<file path="src/common/port_pin_state_pkg.sv">
package gpio_pkg;

    // Register offsets are word indices; byte address is four times the index
    localparam int          ADDR_W          = 18;
    localparam logic [15:0] IDX_DIRECTION   = 16'hfebe;
    localparam logic [15:0] IDX_OUTPUT_DATA = 16'hff6e;
    localparam logic [15:0] IDX_PIN_STATE   = 16'hff5e;

    localparam logic [7:0]  DIR_RESET_EXT   = 8'h80;
    localparam logic [7:0]  DIR_RESET_SC    = 8'h00;
    localparam logic [7:0]  ODR_RESET       = 8'h00;
    localparam logic [7:0]  DIR_READ_VALUE  = 8'h00;
    localparam logic [7:0]  HELD_RESET      = 8'hff;

    // Pins 6..3 and 1 are the bus-control outputs kept or floated in standby
    localparam logic [7:0]  BUSCTL_OUT_MASK = 8'h7a;

    localparam int          PIN_CLK         = 7;
    localparam int          PIN_STRETCH     = 2;
    localparam int          PIN_ACK         = 1;
    localparam int          PIN_REQ         = 0;

    localparam logic [1:0]  RESP_OKAY       = 2'h0;
    localparam logic [1:0]  RESP_SLVERR     = 2'h2;

    localparam logic [2:0]  MODE_1          = 3'h1;
    localparam logic [2:0]  MODE_2          = 3'h2;
    localparam logic [2:0]  MODE_4          = 3'h4;
    localparam logic [2:0]  MODE_5          = 3'h5;
    localparam logic [2:0]  MODE_6          = 3'h6;

    function automatic logic is_ext_mode(input logic [2:0] mode);
        is_ext_mode = (mode == MODE_1) || (mode == MODE_2) || (mode == MODE_4)
                   || (mode == MODE_5) || (mode == MODE_6);
    endfunction : is_ext_mode

endpackage : gpio_pkg

</file>
<file path="src/logic/pin_mux_slice.sv">
`timescale 1ns/1ps
module pin_mux_slice (
    input  wire logic gpio_dir,  // Direction bit, 1 = output
    input  wire logic gpio_val,  // Output data bit
    input  wire logic alt_sel,   // Alternate function owns the pin
    input  wire logic alt_oe,    // Alternate function drives the pin
    input  wire logic alt_val,   // Alternate function level
    output logic      pin_oe,    // Pin driver enable
    output logic      pin_out    // Pin driven level
);

    // Alternate function overrides the direction bit entirely
    always_comb begin
        if (alt_sel) begin
            pin_oe  = alt_oe;
            pin_out = alt_val;
        end else begin
            pin_oe  = gpio_dir;
            pin_out = gpio_val;
        end
    end

endmodule : pin_mux_slice

</file>
<file path="src/logic/port_f_gpio.sv">
// The implementer's own choice: register access over AXI4-Lite.
`timescale 1ns/1ps
// Behaviour
// - Direction register is write-only; reads return a fixed value, not the bits.
// - Reset or hardware standby loads direction 80h in bus modes, 00h otherwise.
// - Direction and output data survive manual reset and software standby.
// - Pin 7 outputs system clock when its direction bit is 1, else input.
// - Bus modes: pins 6..3 are fixed strobe outputs, direction bits ignored.
// - Bus modes: pins 2..0 take bus functions when enabled, else plain GPIO.
// - Single-chip modes: direction 1 gives output, 0 gives input, per pin.
// - Output data register is read/write, drives GPIO outputs, resets to zero.
// - Pin state register is read-only; writes are ignored.
// - Pin state read gives output data where direction 1, pin level where 0.
// - Pin state tracks pins after reset; holds in manual reset, software standby.
// - In software standby, bus-control outputs hold or float per keep bit.
// - Bus modes: pin 2 stretch input, pins 1/0 acknowledge/request when enabled.
module port_f_gpio (
    input  wire logic        mclk,                   // System clock, 10 MHz
    input  wire logic        rst,                    // Power-on reset, sync, high
    input  wire logic        ce,                     // Clock enable, freezes state
    input  wire logic        manual_reset,           // Manual reset, state retained
    input  wire logic        hw_standby,             // Hardware standby, initialises
    input  wire logic        sw_standby,             // Software standby, state retained
    input  wire logic [2:0]  op_mode,                // Operating mode 0..7
    input  wire logic        stretch_pin_enable,     // Bus controller wait enable
    input  wire logic        bus_release_enable,     // Bus controller release enable
    input  wire logic        standby_output_keep,    // 1 = hold bus outputs in standby
    input  wire logic        sys_clk_level,          // Clock level for pin 7
    input  wire logic        address_strobe_src,     // Strobe from bus controller
    input  wire logic        read_strobe_src,        // Strobe from bus controller
    input  wire logic        upper_write_src,        // Strobe from bus controller
    input  wire logic        lower_write_src,        // Strobe from bus controller
    input  wire logic        bus_ack_src,            // Acknowledge from bus controller
    input  wire logic [7:0]  pin_in,                 // Pin input levels
    output logic      [7:0]  pin_out,                // Pin output levels
    output logic      [7:0]  pin_oe,                 // Pin drive enables, high drives
    output logic             address_strobe_out,     // Copy of pin 6 drive level
    output logic             upper_write_strobe_out, // Copy of pin 4 drive level
    output logic             lower_write_strobe_out, // Copy of pin 3 drive level
    output logic             stretch_in,             // Wait input, high when unused
    output logic             bus_grant_request_in,   // Request input, high when unused
    output logic             ext_int_in0,            // Interrupt level, pin 0
    output logic             ext_int_in1,            // Interrupt level, pin 1
    output logic             ext_int_in2,            // Interrupt level, pin 2
    output logic             ext_int_in3,            // Interrupt level, pin 3
    input  wire logic [gpio_pkg::ADDR_W-1:0] s_axi_awaddr,   // Write address
    input  wire logic        s_axi_awvalid,          // Write address valid
    output logic             s_axi_awready,          // Write address ready
    input  wire logic [31:0] s_axi_wdata,            // Write data
    input  wire logic [3:0]  s_axi_wstrb,            // Write byte strobes
    input  wire logic        s_axi_wvalid,           // Write data valid
    output logic             s_axi_wready,           // Write data ready
    output logic      [1:0]  s_axi_bresp,            // Write response
    output logic             s_axi_bvalid,           // Write response valid
    input  wire logic        s_axi_bready,           // Write response ready
    input  wire logic [gpio_pkg::ADDR_W-1:0] s_axi_araddr,   // Read address
    input  wire logic        s_axi_arvalid,          // Read address valid
    output logic             s_axi_arready,          // Read address ready
    output logic      [31:0] s_axi_rdata,            // Read data
    output logic      [1:0]  s_axi_rresp,            // Read response
    output logic             s_axi_rvalid,           // Read data valid
    input  wire logic        s_axi_rready            // Read data ready
);

    logic [7:0]  dir_ff;
    logic [7:0]  odr_ff;
    logic [7:0]  pin_state_ff;
    logic [7:0]  held_ff;
    logic        aw_held_ff;
    logic        w_held_ff;
    logic [15:0] waddr_idx_ff;
    logic [7:0]  wdata_ff;
    logic        wstrb0_ff;
    logic        bvalid_ff;
    logic [1:0]  bresp_ff;
    logic        rvalid_ff;
    logic [7:0]  rdata_ff;
    logic [1:0]  rresp_ff;
    logic        rd_was_dir_ff;

    logic        ext_mode;
    logic        init_regs;
    logic        wr_do;
    logic        wr_dir;
    logic        wr_odr;
    logic        wr_known;
    logic        rd_do;
    logic [15:0] raddr_idx;
    logic [7:0]  nxt_rdata;
    logic        rd_known;
    logic [7:0]  pin_state_view;
    logic [7:0]  dir_reset;
    logic [7:0]  alt_sel;
    logic [7:0]  alt_oe;
    logic [7:0]  alt_val;
    logic [7:0]  mux_oe;
    logic [7:0]  mux_out;
    logic [7:0]  float_mask;
    logic [7:0]  keep_mask;

    assign ext_mode  = gpio_pkg::is_ext_mode(op_mode);
    assign init_regs = rst || hw_standby;
    assign dir_reset = ext_mode ? gpio_pkg::DIR_RESET_EXT : gpio_pkg::DIR_RESET_SC;

    // AXI4-Lite write side: address and data taken in either order
    assign s_axi_awready = ce && !aw_held_ff && !bvalid_ff;
    assign s_axi_wready  = ce && !w_held_ff && !bvalid_ff;
    assign s_axi_bvalid  = bvalid_ff;
    assign s_axi_bresp   = bresp_ff;
    assign wr_do         = ce && aw_held_ff && w_held_ff && !bvalid_ff;

    assign wr_known = (waddr_idx_ff == gpio_pkg::IDX_DIRECTION)
                   || (waddr_idx_ff == gpio_pkg::IDX_OUTPUT_DATA)
                   || (waddr_idx_ff == gpio_pkg::IDX_PIN_STATE);
    // Writes while the chip sits in manual reset are answered but dropped
    assign wr_dir = wr_do && wstrb0_ff && !manual_reset
                 && (waddr_idx_ff == gpio_pkg::IDX_DIRECTION);
    assign wr_odr = wr_do && wstrb0_ff && !manual_reset
                 && (waddr_idx_ff == gpio_pkg::IDX_OUTPUT_DATA);

    always_ff @(posedge mclk) begin
        if (rst) begin
            aw_held_ff   <= 1'b0;
            waddr_idx_ff <= 16'h0000;
        end else if (s_axi_awvalid && s_axi_awready) begin
            aw_held_ff   <= 1'b1;
            waddr_idx_ff <= s_axi_awaddr[gpio_pkg::ADDR_W-1:2];
        end else if (wr_do) begin
            aw_held_ff   <= 1'b0;
        end
    end

    always_ff @(posedge mclk) begin
        if (rst) begin
            w_held_ff <= 1'b0;
            wdata_ff  <= 8'h00;
            wstrb0_ff <= 1'b0;
        end else if (s_axi_wvalid && s_axi_wready) begin
            w_held_ff <= 1'b1;
            wdata_ff  <= s_axi_wdata[7:0];
            wstrb0_ff <= s_axi_wstrb[0];
        end else if (wr_do) begin
            w_held_ff <= 1'b0;
        end
    end

    always_ff @(posedge mclk) begin
        if (rst) begin
            bvalid_ff <= 1'b0;
            bresp_ff  <= gpio_pkg::RESP_OKAY;
        end else if (ce) begin
            if (wr_do) begin
                bvalid_ff <= 1'b1;
                // Pin state write is legal but has no effect
                bresp_ff  <= wr_known ? gpio_pkg::RESP_OKAY : gpio_pkg::RESP_SLVERR;
            end else if (s_axi_bready) begin
                bvalid_ff <= 1'b0;
            end
        end
    end

    // Registers: power-on reset and hardware standby initialise, nothing else does
    always_ff @(posedge mclk) begin
        if (init_regs) begin
            dir_ff <= dir_reset;
        end else if (ce && wr_dir) begin
            dir_ff <= wdata_ff;
        end
    end

    always_ff @(posedge mclk) begin
        if (init_regs) begin
            odr_ff <= gpio_pkg::ODR_RESET;
        end else if (ce && wr_odr) begin
            odr_ff <= wdata_ff;
        end
    end

    // Sampled pin levels freeze through manual reset and software standby
    always_ff @(posedge mclk) begin
        if (init_regs) begin
            pin_state_ff <= pin_in;
        end else if (ce && !manual_reset && !sw_standby) begin
            pin_state_ff <= pin_in;
        end
    end

    assign pin_state_view = (odr_ff & dir_ff) | (pin_state_ff & ~dir_ff);

    // AXI4-Lite read side, one read in flight
    assign s_axi_arready = ce && !rvalid_ff;
    assign s_axi_rvalid  = rvalid_ff;
    assign s_axi_rdata   = {24'h00_0000, rdata_ff};
    assign s_axi_rresp   = rresp_ff;
    assign rd_do         = s_axi_arvalid && s_axi_arready;
    assign raddr_idx     = s_axi_araddr[gpio_pkg::ADDR_W-1:2];

    always_comb begin
        nxt_rdata = 8'h00;
        rd_known  = 1'b1;
        unique case (raddr_idx)
            gpio_pkg::IDX_DIRECTION:   nxt_rdata = gpio_pkg::DIR_READ_VALUE;
            gpio_pkg::IDX_OUTPUT_DATA: nxt_rdata = odr_ff;
            gpio_pkg::IDX_PIN_STATE:   nxt_rdata = pin_state_view;
            default:                    rd_known  = 1'b0;
        endcase
    end

    always_ff @(posedge mclk) begin
        if (rst) begin
            rvalid_ff     <= 1'b0;
            rdata_ff      <= 8'h00;
            rresp_ff      <= gpio_pkg::RESP_OKAY;
            rd_was_dir_ff <= 1'b0;
        end else if (ce) begin
            if (rd_do) begin
                rvalid_ff     <= 1'b1;
                rdata_ff      <= nxt_rdata;
                rresp_ff      <= rd_known ? gpio_pkg::RESP_OKAY : gpio_pkg::RESP_SLVERR;
                rd_was_dir_ff <= (raddr_idx == gpio_pkg::IDX_DIRECTION);
            end else if (s_axi_rready) begin
                rvalid_ff     <= 1'b0;
            end
        end
    end

    // Pin function selection, re-evaluated every cycle from static settings
    always_comb begin
        alt_sel = 8'h00;
        alt_oe  = 8'h00;
        alt_val = 8'h00;
        alt_sel[gpio_pkg::PIN_CLK] = dir_ff[gpio_pkg::PIN_CLK];
        alt_oe[gpio_pkg::PIN_CLK]  = 1'b1;
        alt_val[gpio_pkg::PIN_CLK] = sys_clk_level;
        alt_sel[6:3] = {4{ext_mode}};
        alt_oe[6:3]  = 4'hf;
        alt_val[6:3] = {address_strobe_src, read_strobe_src,
                        upper_write_src, lower_write_src};
        alt_sel[gpio_pkg::PIN_STRETCH] = ext_mode && stretch_pin_enable;
        alt_sel[gpio_pkg::PIN_ACK]     = ext_mode && bus_release_enable;
        alt_oe[gpio_pkg::PIN_ACK]      = 1'b1;
        alt_val[gpio_pkg::PIN_ACK]     = bus_ack_src;
        alt_sel[gpio_pkg::PIN_REQ]     = ext_mode && bus_release_enable;
    end

    // Unselected pins fall back to direction bit and output data
    for (genvar i = 0; i < 8; i++) begin : g_pin
        pin_mux_slice u_slice (
            .gpio_dir (dir_ff[i]),
            .gpio_val (odr_ff[i]),
            .alt_sel  (alt_sel[i]),
            .alt_oe   (alt_oe[i]),
            .alt_val  (alt_val[i]),
            .pin_oe   (mux_oe[i]),
            .pin_out  (mux_out[i])
        );
    end

    // Last driven bus-control levels, replayed while standby keeps outputs
    always_ff @(posedge mclk) begin
        if (init_regs) begin
            held_ff <= gpio_pkg::HELD_RESET;
        end else if (ce && !sw_standby) begin
            held_ff <= mux_out;
        end
    end

    assign keep_mask  = (sw_standby && standby_output_keep)
                      ? (alt_sel & gpio_pkg::BUSCTL_OUT_MASK) : 8'h00;
    assign float_mask = (sw_standby && !standby_output_keep)
                      ? (alt_sel & gpio_pkg::BUSCTL_OUT_MASK) : 8'h00;
    assign pin_oe     = mux_oe & ~float_mask;
    assign pin_out    = (held_ff & keep_mask) | (mux_out & ~keep_mask);

    assign address_strobe_out     = pin_out[6];
    assign upper_write_strobe_out = pin_out[4];
    assign lower_write_strobe_out = pin_out[3];

    // Unused bus inputs idle inactive high so the controller never sees a request
    assign stretch_in           = alt_sel[gpio_pkg::PIN_STRETCH]
                                ? pin_in[gpio_pkg::PIN_STRETCH] : 1'b1;
    assign bus_grant_request_in = alt_sel[gpio_pkg::PIN_REQ]
                                ? pin_in[gpio_pkg::PIN_REQ] : 1'b1;
    // Interrupt logic sees raw levels; software keeps these pins as inputs
    assign ext_int_in0 = pin_in[0];
    assign ext_int_in1 = pin_in[1];
    assign ext_int_in2 = pin_in[2];
    assign ext_int_in3 = pin_in[3];

    chk_dir_read_hidden: assert property (@(posedge mclk) disable iff (rst)
        s_axi_rvalid && rd_was_dir_ff |-> s_axi_rdata[7:0] == gpio_pkg::DIR_READ_VALUE)
        else $error("direction read leaked stored bits");

    chk_dir_reset_value: assert property (@(posedge mclk) disable iff (rst)
        $past(rst) |-> dir_ff == (ext_mode ? 8'h80 : 8'h00))
        else $error("direction reset value wrong for mode");

    chk_regs_retained: assert property (@(posedge mclk) disable iff (rst)
        manual_reset && !hw_standby |=> $stable(dir_ff) && $stable(odr_ff))
        else $error("registers changed during manual reset");

    chk_clock_pin_out: assert property (@(posedge mclk) disable iff (rst)
        dir_ff[7] |-> pin_oe[7] && pin_out[7] == sys_clk_level)
        else $error("pin 7 not driving clock");

    chk_strobe_pins_fixed: assert property (@(posedge mclk) disable iff (rst)
        ext_mode && !sw_standby |-> pin_oe[6:3] == 4'hf
            && pin_out[6:3] == {address_strobe_src, read_strobe_src,
                                upper_write_src, lower_write_src})
        else $error("strobe pins not driven in bus mode");

    chk_stretch_pin_input: assert property (@(posedge mclk) disable iff (rst)
        ext_mode && stretch_pin_enable |-> !pin_oe[2] && stretch_in == pin_in[2])
        else $error("wait pin not an input");

    chk_gpio_fallback: assert property (@(posedge mclk) disable iff (rst)
        ext_mode && !bus_release_enable |-> pin_oe[1:0] == dir_ff[1:0]
            && bus_grant_request_in)
        else $error("pins 1..0 not following direction bits");

    chk_single_chip_dir: assert property (@(posedge mclk) disable iff (rst)
        !ext_mode |-> pin_oe == dir_ff)
        else $error("single-chip drive enables differ from direction");

    chk_odr_drives_pins: assert property (@(posedge mclk) disable iff (rst)
        !ext_mode |-> ((pin_out ^ odr_ff) & dir_ff & 8'h7f) == 8'h00)
        else $error("output pin level differs from output data");

    chk_pin_state_ro: assert property (@(posedge mclk) disable iff (rst)
        wr_do && waddr_idx_ff == gpio_pkg::IDX_PIN_STATE && !hw_standby
            |=> $stable(dir_ff) && $stable(odr_ff) && s_axi_bvalid)
        else $error("pin state write had an effect");

    chk_pin_state_read: assert property (@(posedge mclk) disable iff (rst)
        rd_do && raddr_idx == gpio_pkg::IDX_PIN_STATE
            |=> ((s_axi_rdata[7:0] ^ $past(odr_ff)) & $past(dir_ff)) == 8'h00)
        else $error("pin state read ignores output data");

    chk_pin_state_hold: assert property (@(posedge mclk) disable iff (rst)
        (sw_standby || manual_reset) && !hw_standby |=> $stable(pin_state_ff))
        else $error("pin state changed in standby");

    chk_standby_float: assert property (@(posedge mclk) disable iff (rst)
        sw_standby && !standby_output_keep && ext_mode |-> pin_oe[6:3] == 4'h0)
        else $error("bus outputs not floated in standby");

endmodule : port_f_gpio

</file>
<file path="config.mk">
export PLATFORM = sky130hd
export DESIGN_NAME = port_f_gpio
export DESIGN_NICKNAME = d
export VERILOG_FILES = /design/src/common/port_pin_state_pkg.sv /design/src/logic/pin_mux_slice.sv /design/src/logic/port_f_gpio.sv
export SDC_FILE = /design/constraint.sdc
export NUM_CORES = 1
export LEC_CHECK = 0
export ABC_AREA = 1
export BUFFER_PORTS_ARGS = -buffer_cell sky130_fd_sc_hd__buf_4
export CAP_MARGIN = 10
export CORE_ASPECT_RATIO = 1.1
export CORE_MARGIN = 3
export CORE_UTILIZATION = 37
export CTS_CLUSTER_SIZE = 25
export DETAILED_ROUTE_END_ITERATION = 8
export GPL_ROUTABILITY_DRIVEN = 0
export MAX_ROUTING_LAYER = met4
export PLACE_DENSITY = 0.69
export SLEW_MARGIN = 10
export SYNTH_ARGS = -nofsm -noshare
export SYNTH_HDL_FRONTEND = slang
export SYNTH_SLANG_ARGS = --single-unit
</file>
<file path="constraint.sdc">
create_clock -name mclk -period 2.1 [get_ports mclk]
set_input_delay 0.42 -clock mclk [delete_from_list [all_inputs] [get_ports mclk]]
set_output_delay 0.42 -clock mclk [all_outputs]
set_load 0.03 [all_outputs]
</file>
==> metrics.yaml, run 1 <==
grt_use_met2_pct: 27.6
die_y_microns: 108
maxSlewViolCount: 0
finish.net_count: 665
start_util_pct: 38.5
tns_ns: 0
worst-path-max-fanout: 8
antenna_found_initial: 0
area_growth_pct: 26.7
worst_ir_drop_vdd_uv: 361
drc: 0
drv_cap: 0
dr.pass1.iters: 4
fin_crit_ns: 1.92
clock_sinks: 68
worstPathRequired_ns: 1.68
io_buffers: 111
via_per_inst: 4.53
crit_type: "primary input to primary output"
grt_start_max_net_pins: 22
power_density_mw_per_mm2: 717
finalHoldViolations: 0
syn_area_per_cell_sq_um: 7.51
detailed_place_hpwl_microns: 6430
status: "finished clean"
grt_pass1_wl_microns: 13200
clockBufferDepth: 2
yosysWarnings: 0
drt.antenna.violating_nets: 0
finClkSkew_ns: 0.00701
post-cts-setup-buffer-count: 0
hp-class: "primary input to register"
first_iter_violations: 98
grt.total_usage_pct: 16.1
vias: 3084
grt-busiest-layer: "met2"
grt_pass1_vias: 2914
end_kind: "primary output"
most-common-layout-cells: "116 x buf_4, 98 x nand2_1, 72 x nor2_1"
cts_made_buffers: 9
setup_viol: 0
rows: 36
netlist_area_sq_mm: 0.00347
grtUsageMet3_pct: 4.80
cts.clk_slew.worst_paths_ns: 0.08
grt-ovfl-total: 0
wl_per_cell_microns: 12.1
ys_seq_area_share_pct: 43.8
layout_setup_ws_ns: 0.178
power.leakage_uw: 0.00211
ys_types: 23
final_common_cell: "buf_4"
htreeDepth: 3
nFillCells: 913
pin_count: 169
cts_tree: "done"
grt_use_met1_pct: 18.3
fp.dieArea_sq_mm: 0.0106
start_kind: "primary input"
clock_latency_ns: 0.34
core_area_sq_mm: 0.00901
grt_setup_unrepaired: "no"
holdWs_ns: 0.252
crit_arrival_ns: 1.50
layout-drive-gt1-share_pct: 28.9
drt-total-wl_microns: 8240
clock-root-buffer: "clkbuf_8"
antenna_cells: 0
finalCritPeriodShare_pct: 91.5
dpl_worst_slack_ns: 0.0693
die_x_microns: 98.3
synthCells: 462
fmax_ghz: 0.520
synth-seq-cells: 68
[cell type report]
cell class	count	area (sq um)	area share, %
well taps	114	143	3.24
flip-flops and latches	68	1520	34.6
clock buffers	10	128	2.90
clock inverters	6	62.6	1.42
repair buffers	116	871	19.8
multi-input cells	316	1480	33.7
inverters	51	191	4.35
[final timing paths]
| path | startpoint | end | slack, ns | cells after the start |
|---|---|---|---|---|
| worst min register to register | wstrb0_ff$_SDFFE_PP0P_ | wstrb0_ff$_SDFFE_PP0P_ | 0.47 | 2 |
| worst min-delay path | pin_in[7] | pin_state_ff[7]$_DFFE_PP_ | 0.25 | 1 |
| worst max register to register | s_axi_bvalid$_SDFFE_PP0P_ | waddr_idx_ff[14]$_SDFFE_PP0P_ | 0.71 | 7 |
| worst max-delay path | op_mode[0] | pin_out[1] | 0.18 | 9 |
[kinds of logic after synthesis]
| group | Yosys count | synth area share, % |
|---|---|---|
| compound gates | 78 | 11.8 |
| buf+inv | 103 | 16.6 |
| flops | 68 | 43.8 |
| mux | 9 | 2.92 |
| other cells | 1 | 0.108 |
| simple gates | 203 | 24.7 |
[flip-flops by register name (all words and copies together), names as in the netlist]
name	flops
s_axi_bresp	1
aw_held_ff	1
pin_state_ff	8
s_axi_rresp	1
held_ff	5
dir_ff	8
waddr_idx_ff	16
w_held_ff	1
s_axi_rvalid	1
rdata_ff	8
s_axi_bvalid	1
wdata_ff	8
odr_ff	8
wstrb0_ff	1
[power by group]
group,leakage [uW],switching [uW],internal [uW]
Combinational,0.00141,383,250
Sequential,0.000596,43.4,1420
Clock,0.0000970,510,549
[through the flow]
stage,power (uW),instance area [sq um],util (%),std cells
final,3160,4400,48.8,681
after global routing,3310,4400,48.8,681
after CTS,3180,4390,48.8,681
after detailed placement,2130,4200,46.7,665
after global placement,2120,4200,46.7,665
after floorplan,1940,3580,-,487
[Yosys cell counts, drive strengths merged]
cell type	n	area share [%]
a21oi	23	3.3
nand3	16	2.3
nand3b	1	0.58
inv	51	5.5
nand2	102	11
or2	3	0.54
o21ai	47	6.8
nor2	80	9.7
buf	47	11
clkbuf	5	0.54
mux2	9	2.9
dfxtp	52	30
conb	1	0.11
nor3	1	0.29
o21a	8	1.7
edfxtp	16	14
[layer usage]
metal / share of wire (%) / vias up
met5: 0 / -
met1: 42 / 1384
met4: 1.2 / 0
met3: 7.4 / 9
li1: - / 1591
met2: 49 / 100
[timing repair]
item                       in CTS  in global routing
setup endpoints to repair       0                  8
resized for setup               0                  2
hold buffers                    0                  0
[critical path, cell delays in order]
cell     delay (ns)
buf_4          0.11
nor2_1         0.09
nand2_1        0.05
nand2_1        0.16
inv_1          0.11
nand2_2        0.13
o21ai_0        0.11
o21ai_1        0.14
buf_4          0.17
(Power assumes the default switching activity.)
==> inputs of run 2 (changes only) <==
--- a/config.mk
+++ b/config.mk
@@ -9,14 +9,14 @@
 export BUFFER_PORTS_ARGS = -buffer_cell sky130_fd_sc_hd__buf_4
 export CAP_MARGIN = 10
 export CORE_ASPECT_RATIO = 1.1
-export CORE_MARGIN = 3
 export CORE_UTILIZATION = 37
 export CTS_CLUSTER_SIZE = 25
 export DETAILED_ROUTE_END_ITERATION = 8
 export GPL_ROUTABILITY_DRIVEN = 0
 export MAX_ROUTING_LAYER = met4
-export PLACE_DENSITY = 0.69
+export PLACE_DENSITY = 0.68
 export SLEW_MARGIN = 10
 export SYNTH_ARGS = -nofsm -noshare
 export SYNTH_HDL_FRONTEND = slang
+export SYNTH_HIERARCHICAL = 1
 export SYNTH_SLANG_ARGS = --single-unit
==> metrics.yaml, run 2 <==
crit_type: "primary input to primary output"
synth-compound-area-share_pct: 11.4  # -0.44 points
grt_pass1_vias: 3018  # +3.6%
synth-edff-count: 16  # unchanged
grt.total_usage_pct: 17.2  # +1.1 points
largest_reg_flops: 16  # unchanged
synth-seq-cells: 68  # unchanged
power_density_mw_per_mm2: 712  # -0.70%
synth_largest_area_cell: "dfxtp_1"
fp.dieArea_sq_mm: 0.0101  # -4.2%
fin_crit_ns: 1.99  # +0.0629 ns
detailed_place_hpwl_microns: 6540  # +1.7%
clock-root-buffer: "clkbuf_8"
layout-drive-gt1-share_pct: 24.6  # -4.3 points
ys_seq_area_share_pct: 42.2  # -1.6 points
dr.pass1.iters: 7  # +3
drc: 0  # unchanged
core_area_sq_mm: 0.00940  # +4.3%
worst-path-max-fanout: 13  # +5
clockBufferDepth: 2  # unchanged
end_kind: "primary output"
final_common_cell: "nand2_1"
area_growth_pct: 30.1
maxSlewViolCount: 0  # unchanged
post-cts-setup-buffer-count: 0  # unchanged
start_kind: "primary input"
ys_types: 27  # +17%
antenna_cells: 0  # unchanged
synth_top_cells_by_count: "136 x nand2_1, 67 x nor2_1, 60 x inv_1"
synth_top_area_share_pct: 28.9  # -1.1 points
fmax_ghz: 0.504  # -3.2%
vias: 3313  # +7.4%
finClkSkew_ns: 0.00813  # +0.00112 ns
grt-ovfl-total: 0  # unchanged
synthMuxAreaShare_pct: 0  # -2.9 points
htreeDepth: 3  # unchanged
via_per_inst: 4.42  # -2.5%
synth_ff_type: "dfxtp_1"
fin_area_sq_mm: 0.00469  # +6.6%
finalHoldViolations: 0  # unchanged
grt_start_max_net_pins: 27  # +23%
clock_sinks: 68  # unchanged
synth-async-reset-ratio_pct: 0  # unchanged
slowest_stage: "buf_4"
cp_slowest_stage_delay_ns: 0.20  # +0.03 ns
finalCritPeriodShare_pct: 94.5  # +3.0 points
start_util_pct: 38.3  # -0.18 points
power.leakage_uw: 0.00231  # +9.6%
syn_area_per_cell_sq_um: 7.05  # -6.1%
io_buffers: 111  # unchanged
crit_arrival_ns: 1.57  # +0.07 ns
antenna_found_initial: 0  # unchanged
crit_top_cell: "nand2_1"
die_y_microns: 106  # -1.9%
drt-total-wl_microns: 8220  # -0.17%
synthCells: 511  # +11%
cts_tree: "done"
total_power_uw: 3340  # +5.8%
placed_cell_area_sq_mm: 0.00445  # +5.8%
drt.antenna.violating_nets: 0  # unchanged
synth_top_family_by_area: "simple AND/OR/NAND/NOR gates"
largest_register: "waddr_idx_ff"
synth-xor-area-share_pct: 0  # unchanged
synthSimpleGateAreaFrac_pct: 29.2  # +4.5 points
synth.most_common_cell: "nand2_1"
worst_ir_drop_vdd_uv: 403  # +12%
clock_latency_ns: 0.34  # about the same
cts.clk_slew.worst_paths_ns: 0.08  # about the same
tns_ns: 0  # unchanged
hp-class: "primary input to register"
cts_made_buffers: 9  # unchanged
finish.net_count: 731  # +9.9%
ys_top_cells_by_area: "dfxtp_1 29%, nand2_1 14%, edfxtp_1 13%"
most-common-layout-cells: "135 x nand2_1, 115 x buf_4, 67 x nor2_1"
status: "finished clean"
netlist_area_sq_mm: 0.00360  # +3.8%
synth_fa_ha_area_share_pct: 0  # unchanged
die_x_microns: 96.1  # -2.3%
pin_count: 169  # unchanged
grt_pass1_wl_microns: 13100  # -0.42%
yosysWarnings: 6  # +6
wl_per_cell_microns: 11.0  # -9.4%
drv_cap: 0  # unchanged
setup_viol: 0  # unchanged
crit_chain: "buf_4 > nor2_1 > nand2_1 > nand2_2 > inv_2 > buf_12 > inv_1 > nand2_1 > nand2_1 > inv_1 > o21ai_1 > buf_4"
rows: 37  # +2.8%
first_iter_violations: 170  # +73%
worstPathRequired_ns: 1.68  # about the same
-- run 2: changes by cell type in the layout (fill, tap and decap cells not counted), moves of 5 or more --
cell	previous run	this run
nand2_1	98	135
inv_1	47	59
o21ai_0	39	27
mux2_2	9	0
nand3_1	16	31
nor2_1	72	67
conb_1	26	36
o21ai_1	5	17
-- run 2: final timing paths --
| check | endpoint | cells past startpoint | slack, ns | startpoint |
|---|---|---|---|---|
| max reg2reg | odr_ff[6]$_SDFFE_PP0P_ | 7 | 0.73 | waddr_idx_ff[6]$_SDFFE_PP0P_ |
| min reg2reg | waddr_idx_ff[0]$_SDFFE_PP0P_ | 2 | 0.45 | waddr_idx_ff[0]$_SDFFE_PP0P_ |
| min | pin_state_ff[7]$_DFFE_PP_ | 1 | 0.25 | pin_in[7] |
| max | pin_out[6] | 12 | 0.11 | op_mode[0] |
-- run 2: final cells by class --
| class | instances | area, sq um |
|---|---|---|
| Multi-Input combinational cell | 362 | 1610 |
| Clock buffer | 9 | 124 |
| Timing Repair Buffer | 120 | 937 |
| Tap cell | 117 | 146 |
| Sequential cell | 68 | 1520 |
| Clock inverter | 7 | 100 |
| Inverter | 67 | 253 |
| Fill cell | 935 | 4710 |
-- run 2: per-stage QoR --
step / utilization, % / hold slack [ns] / setup WS, ns / std cells
floorplan: - / 0.429 / -0.105 / 545
global placement: 47.3 / 0.440 / 0.128 / 734
detailed placement: 47.3 / 0.447 / 0.0904 / 734
CTS: 49.7 / 0.234 / 0.0881 / 750
global route: 49.9 / 0.230 / -0.00121 / 750
finish: 49.9 / 0.251 / 0.115 / 750
-- run 2: timing repair --
item	in CTS	in global routing
setup endpoints to repair	0	8
hold buffers	0	0
resized for setup	0	7
-- run 2: report_power, final --
part / switching, uW / internal [uW] / total (uW) / leakage [uW]
combinational: 417 / 268 / 685 / 0.00161
clock: 520 / 674 / 1190 / 0.000102
sequential: 41.5 / 1420 / 1460 / 0.000596
-- run 2: worst max-delay path: cells and delay by family --
kind                   cells  cell delay (ns)
buffers and inverters      6             0.60
and+or+nand+nor            5             0.34
AOI/OAI and AO/OA          1             0.19
-- run 2: cell families (layout without fill, tap and decap cells) --
| kind of cell | count (synthesis) | after routing |
|---|---|---|
| and+or+nand+nor | 249 | 249 |
| buffers and inverters | 115 | 203 |
| AOI/OAI and AO/OA | 77 | 77 |
| DFF | 68 | 68 |
| other | 2 | 36 |
-- run 2: per-layer routing --
layer  part of all wire (%)  routed length, microns  up-vias  GRT usage (%)
met5                      0                       0        -              -
met1                     41                    3410     1430           19.2
met4                    1.0                      82        0           5.76
met2                     50                    4090      114           29.7
li1                       -                       -     1763              -
met3                    7.9                     646        6           3.97
==> inputs of run 3 (changes only) <==
--- a/config.mk
+++ b/config.mk
@@ -15,6 +15,7 @@
 export GPL_ROUTABILITY_DRIVEN = 0
 export MAX_ROUTING_LAYER = met4
 export PLACE_DENSITY = 0.68
+export SETUP_SLACK_MARGIN = 0.4
 export SLEW_MARGIN = 10
 export SYNTH_ARGS = -nofsm -noshare
 export SYNTH_HDL_FRONTEND = slang
==> metrics.yaml, run 3 (same netlist as run 2, synthesis figures left out) <==
clock_sinks: 68  # unchanged
vias: 3406  # +2.8%
setup_viol: 0  # unchanged
drt-total-wl_microns: 8920  # +8.5%
fmax_ghz: 0.541  # +7.5%
clockBufferDepth: 2  # unchanged
start_util_pct: 38.3  # unchanged
power.leakage_uw: 0.00237  # +2.6%
grt_start_max_net_pins: 20  # -26%
via_per_inst: 4.48  # +1.5%
die_x_microns: 96.1  # unchanged
crit_arrival_ns: 1.43  # -0.14 ns
nFillCells: 907  # -3.0%
worst_ir_drop_vdd_uv: 371  # -8.2%
status: "finished clean"
grt.total_usage_pct: 18.6  # +1.4 points
clock-root-buffer: "clkbuf_8"
die_y_microns: 106  # unchanged
cts.clk_slew.worst_paths_ns: 0.08  # about the same
io_buffers: 111  # unchanged
finalCritPeriodShare_pct: 88.0  # -6.6 points
final_common_cell: "nand2_1"
dp_cells: 734  # unchanged
drt.antenna.violating_nets: 0  # unchanged
hp-class: "primary input to register"
fin_crit_ns: 1.85  # -0.138 ns
finish.net_count: 741  # +1.4%
drv_cap: 0  # unchanged
wl_per_cell_microns: 11.7  # +7.0%
cp_top_family: "buffers and inverters"
finClkSkew_ns: 0.0110  # +0.00289 ns
grt_pass1_wl_microns: 14200  # +8.4%
crit_top_cell: "buf_6"
crit_type: "primary input to primary output"
finalHoldViolations: 0  # unchanged
end_kind: "primary output"
most-common-layout-cells: "122 x nand2_1, 105 x buf_4, 64 x nor2_1"
drc: 0  # unchanged
pin_count: 169  # unchanged
worst-path-max-fanout: 8  # -5
dr.pass1.iters: 4  # -3
htreeDepth: 3  # unchanged
worstPathRequired_ns: 1.68  # about the same
antenna_cells: 0  # unchanged
cts_made_buffers: 9  # unchanged
maxSlewViolCount: 0  # unchanged
fp.dieArea_sq_mm: 0.0101  # unchanged
grt_pass1_vias: 3137  # +3.9%
path_buf_inv: 4  # -2
grt-ovfl-total: 0  # unchanged
area_growth_pct: 36.0
slowest_stage: "o21ai_4"
tns_ns: 0  # unchanged
power_density_mw_per_mm2: 655  # -8.1%
rows: 37  # unchanged
cts_tree: "done"
largest_register: "waddr_idx_ff"
final_cell_count_no_fill: 760  # +1.3%
antenna_found_initial: 0  # unchanged
detailed_place_hpwl_microns: 6650  # +1.7%
clock_latency_ns: 0.34  # about the same
core_area_sq_mm: 0.00940  # unchanged
start_kind: "primary input"
cp_slowest_stage_delay_ns: 0.18  # -0.02 ns
crit_chain: "buf_6 > nor2_4 > nand2_2 > nand2_4 > buf_6 > nor2_4 > buf_6 > o21ai_4 > buf_6"
largest_reg_flops: 16  # unchanged
grt_setup_unrepaired: "yes"
first_iter_violations: 216  # +27%
layout-drive-gt1-share_pct: 29.9  # +5.2 points
final_util_pct: 52.2  # +2.3 points
## run 3: worst register-to-register path, delay by kind of cell, from the launching register on
family                 cells  cell delay, ns
AND/OR/NAND/NOR            4            0.49
buffers and inverters      2            0.31
AO/OA/AOI/OAI              1            0.13
flip-flops                 1            0.35
## run 3: what timing repair did
| item | CTS | global route |
|---|---|---|
| pin swaps | 9 | 14 |
| endpoints found under the setup margin | 17 | 19 |
| endpoints found under the hold margin | 0 | 0 |
| gates cloned | 1 | 0 |
| setup buffers | 8 | 1 |
| resized for setup | 37 | 17 |
| hold buffers | 0 | 0 |
## run 3: path summary, 6_finish.rpt
| path | start | end | slack [ns] | cells after the start |
|---|---|---|---|---|
| min | pin_in[4] | pin_state_ff[4]$_DFFE_PP_ | 0.26 | 1 |
| max | op_mode[2] | pin_out[4] | 0.25 | 9 |
| min reg2reg | wstrb0_ff$_SDFFE_PP0P_ | wstrb0_ff$_SDFFE_PP0P_ | 0.46 | 2 |
| max reg2reg | s_axi_bvalid$_SDFFE_PP0P_ | waddr_idx_ff[7]$_SDFFE_PP0P_ | 0.73 | 7 |
## run 3: cell type report
type                       instances  area (sq um)  area share [%]
timing repair buffer             129          1070            21.9
clock buffer                      12           155            3.17
timing repair inverter             1          6.26           0.128
multi-input combinational        362          1710            34.9
clock inverter                     4          23.8           0.485
sequential                        68          1520            31.0
inverter                          67           265            5.41
tap                              117           146            2.99
## run 3: power by group
group          leakage (uW)  total [uW]  internal [uW]  switching [uW]
Clock             0.0000860         982            488             495
Sequential         0.000596        1460           1420            43.1
Combinational       0.00169         763            311             452
## run 3: layer usage
layer | up-vias | wire length, microns | GRT usage (%) | part of all wire [%]
met2 | 124 | 4460 | 31.9 | 50
met5 | - | 0 | - | 0
li1 | 1780 | - | - | -
met3 | 15 | 526 | 4.40 | 5.9
met1 | 1487 | 3770 | 21.1 | 42
met4 | 0 | 161 | 5.86 | 1.8
## run 3: through the flow
step           hold slack, ns  total power (uW)  cell area [sq um]  setup WS, ns
2_1_floorplan           0.429              1990               3800         0.294
3_3_place_gp            0.444              2170               4480         0.100
3_5_place_dp            0.450              2180               4480        0.0569
4_1_cts                 0.239              3220               4840         0.264
5_1_grt                 0.232              3360               4900         0.219
6_report                0.255              3210               4900         0.253
